<file path="src/rtl/pcsu_consts.vh">
// pcsu_consts.vh: register map, field positions and event codes of the
// counter sampling unit. definitions only, included by the unit's modules.
`ifndef PCSU_CONSTS_VH
`define PCSU_CONSTS_VH

`define PCSU_CNT_BASE      12'h000
`define PCSU_ALIAS_BASE    12'h040
`define PCSU_SEL_BASE      12'h080
`define PCSU_SMP_EN_LO     12'h0a0
`define PCSU_SMP_EN_HI     12'h0a4
`define PCSU_CAP           12'h0b0
`define PCSU_OVF_STAT      12'h0b4
`define PCSU_REC_ADDR_LO   12'h0c0
`define PCSU_REC_ADDR_HI   12'h0c4
`define PCSU_REC_SRC       12'h0c8
`define PCSU_REC_LAT       12'h0cc
`define PCSU_REC_INFO      12'h0d0

`define PCSU_CNT_W         48
`define PCSU_CNT_RST       48'h0000_0000_0000
`define PCSU_SEL_RST       32'h0000_0000
`define PCSU_CAP_FW_BIT    13
`define PCSU_PS_EN_BIT     31
`define PCSU_STORE_CNT     2'h3
`define PCSU_PRECISE_RETIRE_DISTRIBUTION_CNT      2'h1

`define PCSU_SEL_EDGE_BIT  18
`define PCSU_SEL_ANY_BIT   21
`define PCSU_SEL_EN_BIT    22
`define PCSU_SEL_INV_BIT   23
`define PCSU_SEL_COUNT_THRESHOLD_MASK_HI  31
`define PCSU_SEL_COUNT_THRESHOLD_MASK_LO  24

`define PCSU_EV_INST       8'hc0
`define PCSU_EV_UOPS       8'hc2
`define PCSU_EV_BR         8'hc4
`define PCSU_EV_BR_MISP    8'hc5
`define PCSU_EV_MEM_TRANS  8'hcd
`define PCSU_EV_MEM_UOP    8'hd0
`define PCSU_EV_LD_HIT     8'hd1
`define PCSU_EV_LD_LLC     8'hd2
`define PCSU_EV_LD_MISC    8'hd4
`define PCSU_UM_LD_LAT     8'h01
`define PCSU_UM_ST         8'h02
`define PCSU_UM_PRECISE_RETIRE_DISTRIBUTION       8'h01

`endif

</file>
<file path="src/rtl/pcsu_evt_check.v">
// pcsu_evt_check.v: decides whether one selector names a sampling event
// legal on a given sampling-capable counter. purely combinational.
`timescale 1ns/1ps
`include "pcsu_consts.vh"

module pcsu_evt_check (
  input  wire [31:0] sel_i,
  input  wire [1:0]  idx_i,
  input  wire        ps_en_i,
  output reg         valid_o,
  output wire        is_store_o,
  output wire        is_ld_lat_o
);
  wire [7:0] code;
  wire [7:0] um;
  wire       qual_clear;
  reg        known;

  assign code = sel_i[7:0];
  assign um   = sel_i[15:8];
  assign qual_clear = ~sel_i[`PCSU_SEL_EDGE_BIT] & ~sel_i[`PCSU_SEL_ANY_BIT] &
                      ~sel_i[`PCSU_SEL_INV_BIT] &
                      (sel_i[`PCSU_SEL_COUNT_THRESHOLD_MASK_HI:`PCSU_SEL_COUNT_THRESHOLD_MASK_LO] == 8'h00);

  assign is_store_o  = (code == `PCSU_EV_MEM_TRANS) && (um == `PCSU_UM_ST) &&
                       (idx_i == `PCSU_STORE_CNT) && ps_en_i;
  assign is_ld_lat_o = (code == `PCSU_EV_MEM_TRANS) && (um == `PCSU_UM_LD_LAT);

  always @* begin
    case (code)
      `PCSU_EV_INST:      known = (um == `PCSU_UM_PRECISE_RETIRE_DISTRIBUTION) && (idx_i == `PCSU_PRECISE_RETIRE_DISTRIBUTION_CNT);
      `PCSU_EV_UOPS:      known = (um == 8'h01) || (um == 8'h02);
      `PCSU_EV_BR:        known = (um == 8'h01) || (um == 8'h02) || (um == 8'h04) ||
                                  (um == 8'h08) || (um == 8'h10) || (um == 8'h20) ||
                                  (um == 8'h40);
      `PCSU_EV_BR_MISP:   known = (um == 8'h01) || (um == 8'h02) || (um == 8'h04) ||
                                  (um == 8'h10) || (um == 8'h20);
      `PCSU_EV_MEM_TRANS: known = is_ld_lat_o || is_store_o;
      `PCSU_EV_MEM_UOP:   known = (um == 8'h01) || (um == 8'h02) || (um == 8'h10) ||
                                  (um == 8'h20) || (um == 8'h40) || (um == 8'h80);
      `PCSU_EV_LD_HIT:    known = (um == 8'h01) || (um == 8'h02) || (um == 8'h04) ||
                                  (um == 8'h40);
      `PCSU_EV_LD_LLC:    known = (um == 8'h01) || (um == 8'h02) || (um == 8'h04) ||
                                  (um == 8'h08);
      `PCSU_EV_LD_MISC:   known = (um == 8'h02);
      default:            known = 1'b0;
    endcase
    valid_o = known & qual_clear;
  end
endmodule // pcsu_evt_check

</file>
<file path="src/rtl/pcsu_rec_build.v">
// pcsu_rec_build.v: fills the three enhanced sample-record fields on a
// capture strobe; memory info arrives on the same clock as the unit.
`timescale 1ns/1ps
`include "pcsu_consts.vh"

module pcsu_rec_build (
  input  wire        clk_i,
  input  wire        sys_rst_i,
  input  wire        cap_i,
  input  wire        is_store_i,
  input  wire        is_ld_lat_i,
  input  wire [63:0] ld_addr_i,
  input  wire [3:0]  ld_src_i,
  input  wire        ld_stlb_miss_i,
  input  wire        ld_lock_i,
  input  wire [15:0] ld_lat_i,
  input  wire [63:0] st_addr_i,
  input  wire        st_dcu_hit_i,
  input  wire        st_stlb_miss_i,
  input  wire        st_lock_i,
  output reg  [63:0] addr_o,
  output reg  [63:0] src_o,
  output reg  [63:0] lat_o
);
  always @(posedge clk_i or posedge sys_rst_i) begin
    if (sys_rst_i) begin
      addr_o <= 64'h0;
      src_o  <= 64'h0;
      lat_o  <= 64'h0;
    end else if (cap_i) begin
      if (is_store_i) begin
        addr_o <= st_addr_i;
        src_o  <= {58'h0, st_lock_i, st_stlb_miss_i, 3'h0, st_dcu_hit_i};
        lat_o  <= 64'h0;
      end else begin
        addr_o <= ld_addr_i;
        // only the latency event carries source and latency data
        src_o  <= is_ld_lat_i ? {58'h0, ld_lock_i, ld_stlb_miss_i, ld_src_i}
                              : 64'h0;
        lat_o  <= is_ld_lat_i ? {48'h0, ld_lat_i} : 64'h0;
      end
    end
  end
endmodule // pcsu_rec_build

</file>
<file path="src/rtl/pcsu_top.v">
// pcsu_top.v: general event counters with sign-extending and full-width
// writes, precise sampling on counters 0..3, and sample record capture.
// assumes an apb master on clk_i and event/memory strobes on the same clock.
//
// Summary of operation
// - a write to a counter's normal low word loads it sign-extended from bit 31.
// - every counter also has a full-width alias address pair.
// - the capability register reports full-width write support in bit 13.
// - only counters 0 to 3 can sample; counters 4 to 7 never make records.
// - bit 63 of the sampling enable lets counter 3 alone capture store info.
// - the retired-instruction distribution event, unit mask 01, is counter 1 only.
// - record address field holds the load source or store destination address.
// - record source field holds load source encoding for the latency event, the store status for store, else zero.
// - record latency field holds load latency for the latency event, or zero for every other record.
// - after a record, only overflowed and sampling-enabled status bits clear.
// - events C2, C4, C5 with their listed unit masks are sampling events.
// - events CD (01 latency, 02 store), D1 and D2 are sampling events.
`timescale 1ns/1ps
`include "pcsu_consts.vh"

module pcsu_top (
  input  wire        clk_i,
  input  wire        sys_rst_i,
  input  wire        psel_i,
  input  wire        penable_i,
  input  wire        pwrite_i,
  input  wire [11:0] paddr_i,
  input  wire [31:0] pwdata_i,
  output reg  [31:0] prdata_o,
  output wire        pready_o,
  output wire        pslverr_o,
  input  wire [7:0]  evt_inc_i,
  input  wire [63:0] ld_addr_i,
  input  wire [3:0]  ld_src_i,
  input  wire        ld_stlb_miss_i,
  input  wire        ld_lock_i,
  input  wire [15:0] ld_lat_i,
  input  wire [63:0] st_addr_i,
  input  wire        st_dcu_hit_i,
  input  wire        st_stlb_miss_i,
  input  wire        st_lock_i,
  output reg         rec_valid_o,
  output reg  [1:0]  rec_cnt_o,
  output wire [63:0] rec_addr_o,
  output wire [63:0] rec_src_o,
  output wire [63:0] rec_lat_o
);

  function [`PCSU_CNT_W-1:0] sext32;
    input [31:0] d;
    begin
      sext32 = {{(`PCSU_CNT_W-32){d[31]}}, d};
    end
  endfunction

  function cnt_hit;
    input [11:0] a;
    input [11:0] base;
    input [2:0]  idx;
    begin
      cnt_hit = (a[11:6] == base[11:6]) && (a[5:3] == idx) && (a[1:0] == 2'b00);
    end
  endfunction

  // selector window, word aligned; used by write strobe and read mux
  function sel_hit;
    input [11:0] a;
    begin
      sel_hit = (a[11:5] == (`PCSU_SEL_BASE >> 5)) && (a[1:0] == 2'b00);
    end
  endfunction

  // single-register write strobe
  function reg_wr;
    input        we;
    input [11:0] a;
    input [11:0] target;
    begin
      reg_wr = we && (a == target);
    end
  endfunction

  reg  [`PCSU_CNT_W-1:0] cnt_q [0:7];
  reg  [31:0]            sel_q [0:7];
  reg  [3:0]             smp_en_q;
  reg                    ps_en_q;
  reg  [7:0]             ovf_q;
  reg  [7:0]             ovf_d;
  reg  [3:0]             armed_q;
  reg  [3:0]             armed_d;
  reg                    store_rec_q;

  wire       wr_en;
  wire       rd_setup;
  reg        addr_hit;
  reg  [31:0] rdata_d;
  wire [7:0] inc;
  wire [7:0] ovf_set;
  wire [7:0] cnt_wr;
  wire [3:0] chk_valid;
  wire [3:0] chk_store;
  wire [3:0] chk_ld_lat;
  wire [3:0] elig;
  wire [3:0] trig;
  reg  [1:0] fire_idx;
  wire       fire;
  wire [3:0] fired;
  wire [7:0] hw_clr;
  wire [7:0] sw_clr;

  assign wr_en    = psel_i & penable_i & pwrite_i;
  assign rd_setup = psel_i & ~penable_i & ~pwrite_i;
  // every access completes in one access cycle
  assign pready_o  = 1'b1;
  assign pslverr_o = psel_i & penable_i & ~addr_hit;

  genvar g;
  generate
    for (g = 0; g < 8; g = g + 1) begin : g_cnt
      wire nrm_lo = cnt_hit(paddr_i, `PCSU_CNT_BASE, g) & ~paddr_i[2];
      wire als_lo = cnt_hit(paddr_i, `PCSU_ALIAS_BASE, g) & ~paddr_i[2];
      wire als_hi = cnt_hit(paddr_i, `PCSU_ALIAS_BASE, g) & paddr_i[2];
      wire sel_wr = wr_en && sel_hit(paddr_i) && (paddr_i[4:2] == g);

      assign cnt_wr[g]  = wr_en & (nrm_lo | als_lo | als_hi);
      assign inc[g]     = evt_inc_i[g] & sel_q[g][`PCSU_SEL_EN_BIT];
      // a software write wins over a count in the same cycle
      assign ovf_set[g] = inc[g] & ~cnt_wr[g] & (&cnt_q[g]);

      always @(posedge clk_i or posedge sys_rst_i) begin
        if (sys_rst_i) begin
          cnt_q[g] <= `PCSU_CNT_RST;
          sel_q[g] <= `PCSU_SEL_RST;
        end else begin
          if (wr_en & nrm_lo) begin
            cnt_q[g] <= sext32(pwdata_i);
          end else if (wr_en & als_lo) begin
            cnt_q[g] <= {cnt_q[g][`PCSU_CNT_W-1:32], pwdata_i};
          end else if (wr_en & als_hi) begin
            cnt_q[g] <= {pwdata_i[`PCSU_CNT_W-33:0], cnt_q[g][31:0]};
          end else if (inc[g]) begin
            cnt_q[g] <= cnt_q[g] + {{(`PCSU_CNT_W-1){1'b0}}, 1'b1};
          end
          if (sel_wr) begin
            sel_q[g] <= pwdata_i;
          end
        end
      end
    end

    for (g = 0; g < 4; g = g + 1) begin : g_smp
      localparam [1:0] CIDX = g;
      pcsu_evt_check u_chk (
        .sel_i       (sel_q[g]),
        .idx_i       (CIDX),
        .ps_en_i     (ps_en_q),
        .valid_o     (chk_valid[g]),
        .is_store_o  (chk_store[g]),
        .is_ld_lat_o (chk_ld_lat[g])
      );
    end
  endgenerate

  // counters 4..7 have no sampling path at all
  assign elig = smp_en_q & chk_valid;
  // overflow arms; the next counted event makes the record
  assign trig = armed_q & elig & inc[3:0];
  assign fire = |trig;

  always @* begin
    if (trig[0]) begin
      fire_idx = 2'h0;
    end else if (trig[1]) begin
      fire_idx = 2'h1;
    end else if (trig[2]) begin
      fire_idx = 2'h2;
    end else begin
      fire_idx = 2'h3;
    end
  end

  assign hw_clr = fire ? {4'h0, ovf_q[3:0] & smp_en_q} : 8'h00;
  assign sw_clr = reg_wr(wr_en, paddr_i, `PCSU_OVF_STAT) ? pwdata_i[7:0] : 8'h00;

  // only the counter that made the record disarms; a status clear by
  // software must not leave a counter armed forever, nor may a record on
  // one counter drop the arming of another
  assign fired = {3'h0, fire} << fire_idx;

  always @* begin
    // a fresh overflow wins over either clear
    ovf_d   = (ovf_q & ~hw_clr & ~sw_clr) | ovf_set;
    armed_d = ((armed_q & ~fired) | ovf_set[3:0]) & elig;
  end

  always @(posedge clk_i or posedge sys_rst_i) begin
    if (sys_rst_i) begin
      smp_en_q    <= 4'h0;
      ps_en_q     <= 1'b0;
      ovf_q       <= 8'h00;
      armed_q     <= 4'h0;
      rec_valid_o <= 1'b0;
      rec_cnt_o   <= 2'h0;
      store_rec_q <= 1'b0;
    end else begin
      ovf_q       <= ovf_d;
      armed_q     <= armed_d;
      rec_valid_o <= fire;
      if (fire) begin
        rec_cnt_o   <= fire_idx;
        store_rec_q <= chk_store[fire_idx];
      end
      if (reg_wr(wr_en, paddr_i, `PCSU_SMP_EN_LO)) begin
        smp_en_q <= pwdata_i[3:0];
      end
      if (reg_wr(wr_en, paddr_i, `PCSU_SMP_EN_HI)) begin
        ps_en_q <= pwdata_i[`PCSU_PS_EN_BIT];
      end
    end
  end

  pcsu_rec_build u_rec (
    .clk_i          (clk_i),
    .sys_rst_i      (sys_rst_i),
    .cap_i          (fire),
    .is_store_i     (chk_store[fire_idx]),
    .is_ld_lat_i    (chk_ld_lat[fire_idx]),
    .ld_addr_i      (ld_addr_i),
    .ld_src_i       (ld_src_i),
    .ld_stlb_miss_i (ld_stlb_miss_i),
    .ld_lock_i      (ld_lock_i),
    .ld_lat_i       (ld_lat_i),
    .st_addr_i      (st_addr_i),
    .st_dcu_hit_i   (st_dcu_hit_i),
    .st_stlb_miss_i (st_stlb_miss_i),
    .st_lock_i      (st_lock_i),
    .addr_o         (rec_addr_o),
    .src_o          (rec_src_o),
    .lat_o          (rec_lat_o)
  );

  // read mux and decode; counter high words read zero above bit 47
  always @* begin
    rdata_d  = 32'h0;
    addr_hit = 1'b1;
    if (paddr_i[11:7] == 5'h00 && paddr_i[1:0] == 2'b00) begin
      rdata_d = paddr_i[2] ? {{(64-`PCSU_CNT_W){1'b0}},
                              cnt_q[paddr_i[5:3]][`PCSU_CNT_W-1:32]}
                           : cnt_q[paddr_i[5:3]][31:0];
    end else if (sel_hit(paddr_i)) begin
      rdata_d = sel_q[paddr_i[4:2]];
    end else begin
      case (paddr_i)
        `PCSU_SMP_EN_LO:   rdata_d = {28'h0, smp_en_q};
        `PCSU_SMP_EN_HI:   rdata_d = {ps_en_q, 31'h0};
        `PCSU_CAP:         rdata_d = 32'h1 << `PCSU_CAP_FW_BIT;
        `PCSU_OVF_STAT:    rdata_d = {24'h0, ovf_q};
        `PCSU_REC_ADDR_LO: rdata_d = rec_addr_o[31:0];
        `PCSU_REC_ADDR_HI: rdata_d = rec_addr_o[63:32];
        `PCSU_REC_SRC:     rdata_d = rec_src_o[31:0];
        `PCSU_REC_LAT:     rdata_d = rec_lat_o[31:0];
        `PCSU_REC_INFO:    rdata_d = {23'h0, store_rec_q, 6'h0, rec_cnt_o};
        default: begin
          rdata_d  = 32'h0;
          addr_hit = 1'b0;
        end
      endcase
    end
  end

  // read data is taken in the setup cycle so it leaves a flop
  always @(posedge clk_i or posedge sys_rst_i) begin
    if (sys_rst_i) begin
      prdata_o <= 32'h0;
    end else if (rd_setup) begin
      prdata_o <= rdata_d;
    end
  end

endmodule // pcsu_top

</file>
<file path="config.mk">
export PLATFORM = sky130hd
export DESIGN_NAME = pcsu_top
export DESIGN_NICKNAME = d
export VERILOG_FILES = /design/src/rtl/pcsu_evt_check.v /design/src/rtl/pcsu_rec_build.v /design/src/rtl/pcsu_top.v
export VERILOG_INCLUDE_DIRS = /design/src /design/src/rtl
export SDC_FILE = /design/constraint.sdc
export NUM_CORES = 2
export LEC_CHECK = 0
export ABC_CLOCK_PERIOD_IN_PS = 25100
export BUFFER_PORTS_ARGS = -buffer_cell sky130_fd_sc_hd__buf_2
export CORE_ASPECT_RATIO = 0.75
export CORE_MARGIN = 2
export CORE_UTILIZATION = 50
export DETAILED_ROUTE_END_ITERATION = 6
export PLACE_DENSITY = 0.78
export SYNTH_ARGS = -nofsm -noshare
export SYNTH_HDL_FRONTEND = slang
export SYNTH_SLANG_ARGS = --single-unit
</file>
<file path="constraint.sdc">
create_clock -name clk_i -period 25.1 [get_ports clk_i]
set_clock_uncertainty 0.05 [all_clocks]
set_input_delay 5.02 -clock clk_i [delete_from_list [all_inputs] [get_ports clk_i]]
set_output_delay 5.02 -clock clk_i [all_outputs]
set_load 0.01 [all_outputs]
</file>
==> metrics.txt <==
WS Path Type primary input to primary output; Final #Nets 5706; Post-synth EDFFs 0; synth unique cells 97; CP max stage cell or4_1; Initial Utilization 50.3%; max frequency 0.0792 GHz; initial antenna violation count 41; Total Power 2.84 mW; CP top delay family simple AND/OR/NAND/NOR gates; final setup violation count 0; largest net degree at the start of global routing 174; RSZ-0062 raised after global routing false; CP arrival 7.56 ns; Port Buffer Count 331; Post-CTS Setup Repair Bufs 0; Buf/Inv on CP 2; crit path launch paddr_i[11]; CTS Sinks 779; first-pass GRT wire length 312000 um; CP max FO 17; deepest level of the CTS H-tree 3; CP peak stage delay 0.79 ns; grt ovf 0; Final Hold Fails 0; cell taking the most area after synthesis dfrtp_1; synthesized instance count 5363; Core Box Area 97100 um^2; routed len/inst 32.0 um; chip height 275 um; Slew headroom -0.0524%; gp weighted congestion 1.07; CTS tree done; R2R Setup Slk 20.32 ns; P per Cell Area 52.3 nW/um^2; vias in the first global route 43700; fillers 8550; clock tree buffer depth 3; Commonest cells post-synth dfrtp_1 (779), o21ai_0 (539), a21oi_1 (526); Rows 99; CP endpoint kind primary output; Worst path depth 7; clk_lat worst skew 0.71 ns; RR Endpoint ovf_q[2]; peak supply drop 0.0463 mV; final worst path period share 50.3%; 1st-pass router iterations 7; number of synthesized register bits 779; Final Worst Setup Slack 12.47 ns; CP Cell Sequence buf_2 -> or4_1 -> nor2_4 -> nand3_1 -> a21oi_1 -> nor3_1 -> buf_2; mapped cell area 48900 um^2; CTS Buf Count 85; DIE AREA 100000 um^2; proportion of layout cells with a drive suffix above 1 19.6%; Die X 365 um; sequential area share after synthesis 39.9%; detailed-route vias per instance 7.06; 1st-iter DRT viols 8347; antenna-violating nets left 0; syn avg cell area 9.12 um^2; R2R depth 11; outcome complete, but fails checks; half-perimeter wire length after placement 157000 um; slew of the pin with the lowest slew margin 1.49 ns; Ys Warns 0; CTS Root Buffer Type clkbuf_16; clock-pin slew on the worst setup and hold paths 0.06 ns; final WL 220000 um; dpl ws 12.52 ns; Max Slew Vio Count 1; setup_tns 0 ns; total track usage 42.9%; HP Class register to register; ys flop type dfrtp_1; most frequent CP cell buf_2; Tmin final 12.63 ns; Synth area leaders dfrtp_1 (40%), mux4_2 (8.1%), mux2_2 (5.7%); failing checks DRC, capacitance limit, slew limit; CTS resizes 0; crit start category primary input; vias 48600; layout overhead on the synthesized area 11.2%; most common cell in the synthesized netlist dfrtp_1; LEAKAGE 23.1 nW; Synth top area share 39.9%; CTS Hold Buffers Added 0; worst endpoint required time 20.03 ns; drc violations 1; num ports 439; Post-synth ARST share 100%; Max-cap violations 1; FF-to-FF Start sel_q[129]; Setup crit end pslverr_o
## worst min-delay path by stage
stage | startpoint | depth (start not counted) | slack (ns) | to
3_5_place_dp | prdata_o[2] | 1 | 0.41 | prdata_o[2]
3_3_place_gp | prdata_o[2] | 1 | 0.41 | prdata_o[2]
2_1_floorplan | sel_q[32] | 2 | 0.39 | sel_q[32]
5_1_grt | sel_q[34] | 1 | 0.46 | sel_q[34]
4_1_cts | prdata_o[2] | 1 | 0.42 | prdata_o[2]
6_report | prdata_o[2] | 1 | 0.42 | prdata_o[2]
## power by group
| part | switching (mW) | internal [mW] |
|---|---|---|
| combinational | 0.138 | 0.0422 |
| clock | 0.573 | 0.818 |
| sequential | 0.00803 | 1.26 |
| total | 0.720 | 2.12 |
## routing by layer
metal | track usage, % | routed length (um)
met1 | 58.1 | 83300
met2 | 57.3 | 87500
met3 | 20.5 | 36300
met4 | 20.3 | 12500
met5 | 0.840 | 335
## sequential cells by signal, summed over array words and instances (netlist names), 4 cells and up
name / count
smp_en_q: 4
sel_q: 256
ovf_q: 8
armed_q: 4
u_rec.src_o: 6
cnt_q: 384
u_rec.lat_o: 16
u_rec.addr_o: 64
prdata_o: 32
## placed cells by master (no fill, tap or decap), types with 111 or more instances in the layout
cell / n
dfrtp_1: 779
o21ai_0: 534
a21oi_1: 523
nand2_1: 489
nor2_1: 433
buf_2: 328
mux2_2: 249
nand3_1: 201
mux4_2: 176
nor3_1: 145
buf_4: 111
## layout make-up
type	count	area (um^2)	share of cell area, %
Antenna cell	15	37.5	0.0691
Clock buffer	122	2540	4.67
Clock inverter	31	490	0.902
Inverter	86	327	0.601
Multi-Input combinational cell	4091	27200	50.1
Sequential cell	779	19500	35.9
Tap cell	1313	1640	3.02
Timing Repair Buffer	445	2570	4.74
## kinds of logic after synthesis
group,share of synthesized area (%)
XOR/XNOR,1.25
AND/OR/NAND/NOR,18.4
multiplexers,15.3
buffers and inverters,5.61
AO/OA/AOI/OAI,19.4
other,0.0154
flip-flops,39.9
adder cells (fa/ha/maj),0.205
## stage by stage
step | cell area (um^2) | hold slack (ns) | utilization (%) | cells
6_report | 54300 | 0.425 | 56.0 | 6882
4_1_cts | 54300 | 0.424 | 55.9 | 6867
3_3_place_gp | 51300 | 0.407 | 52.8 | 6714
2_1_floorplan | 49300 | 0.395 | - | 5468
5_1_grt | 54300 | 0.455 | 55.9 | 6873
3_5_place_dp | 51300 | 0.411 | 52.8 | 6714
No activity file was read; power rests on OpenSTA's default activity.
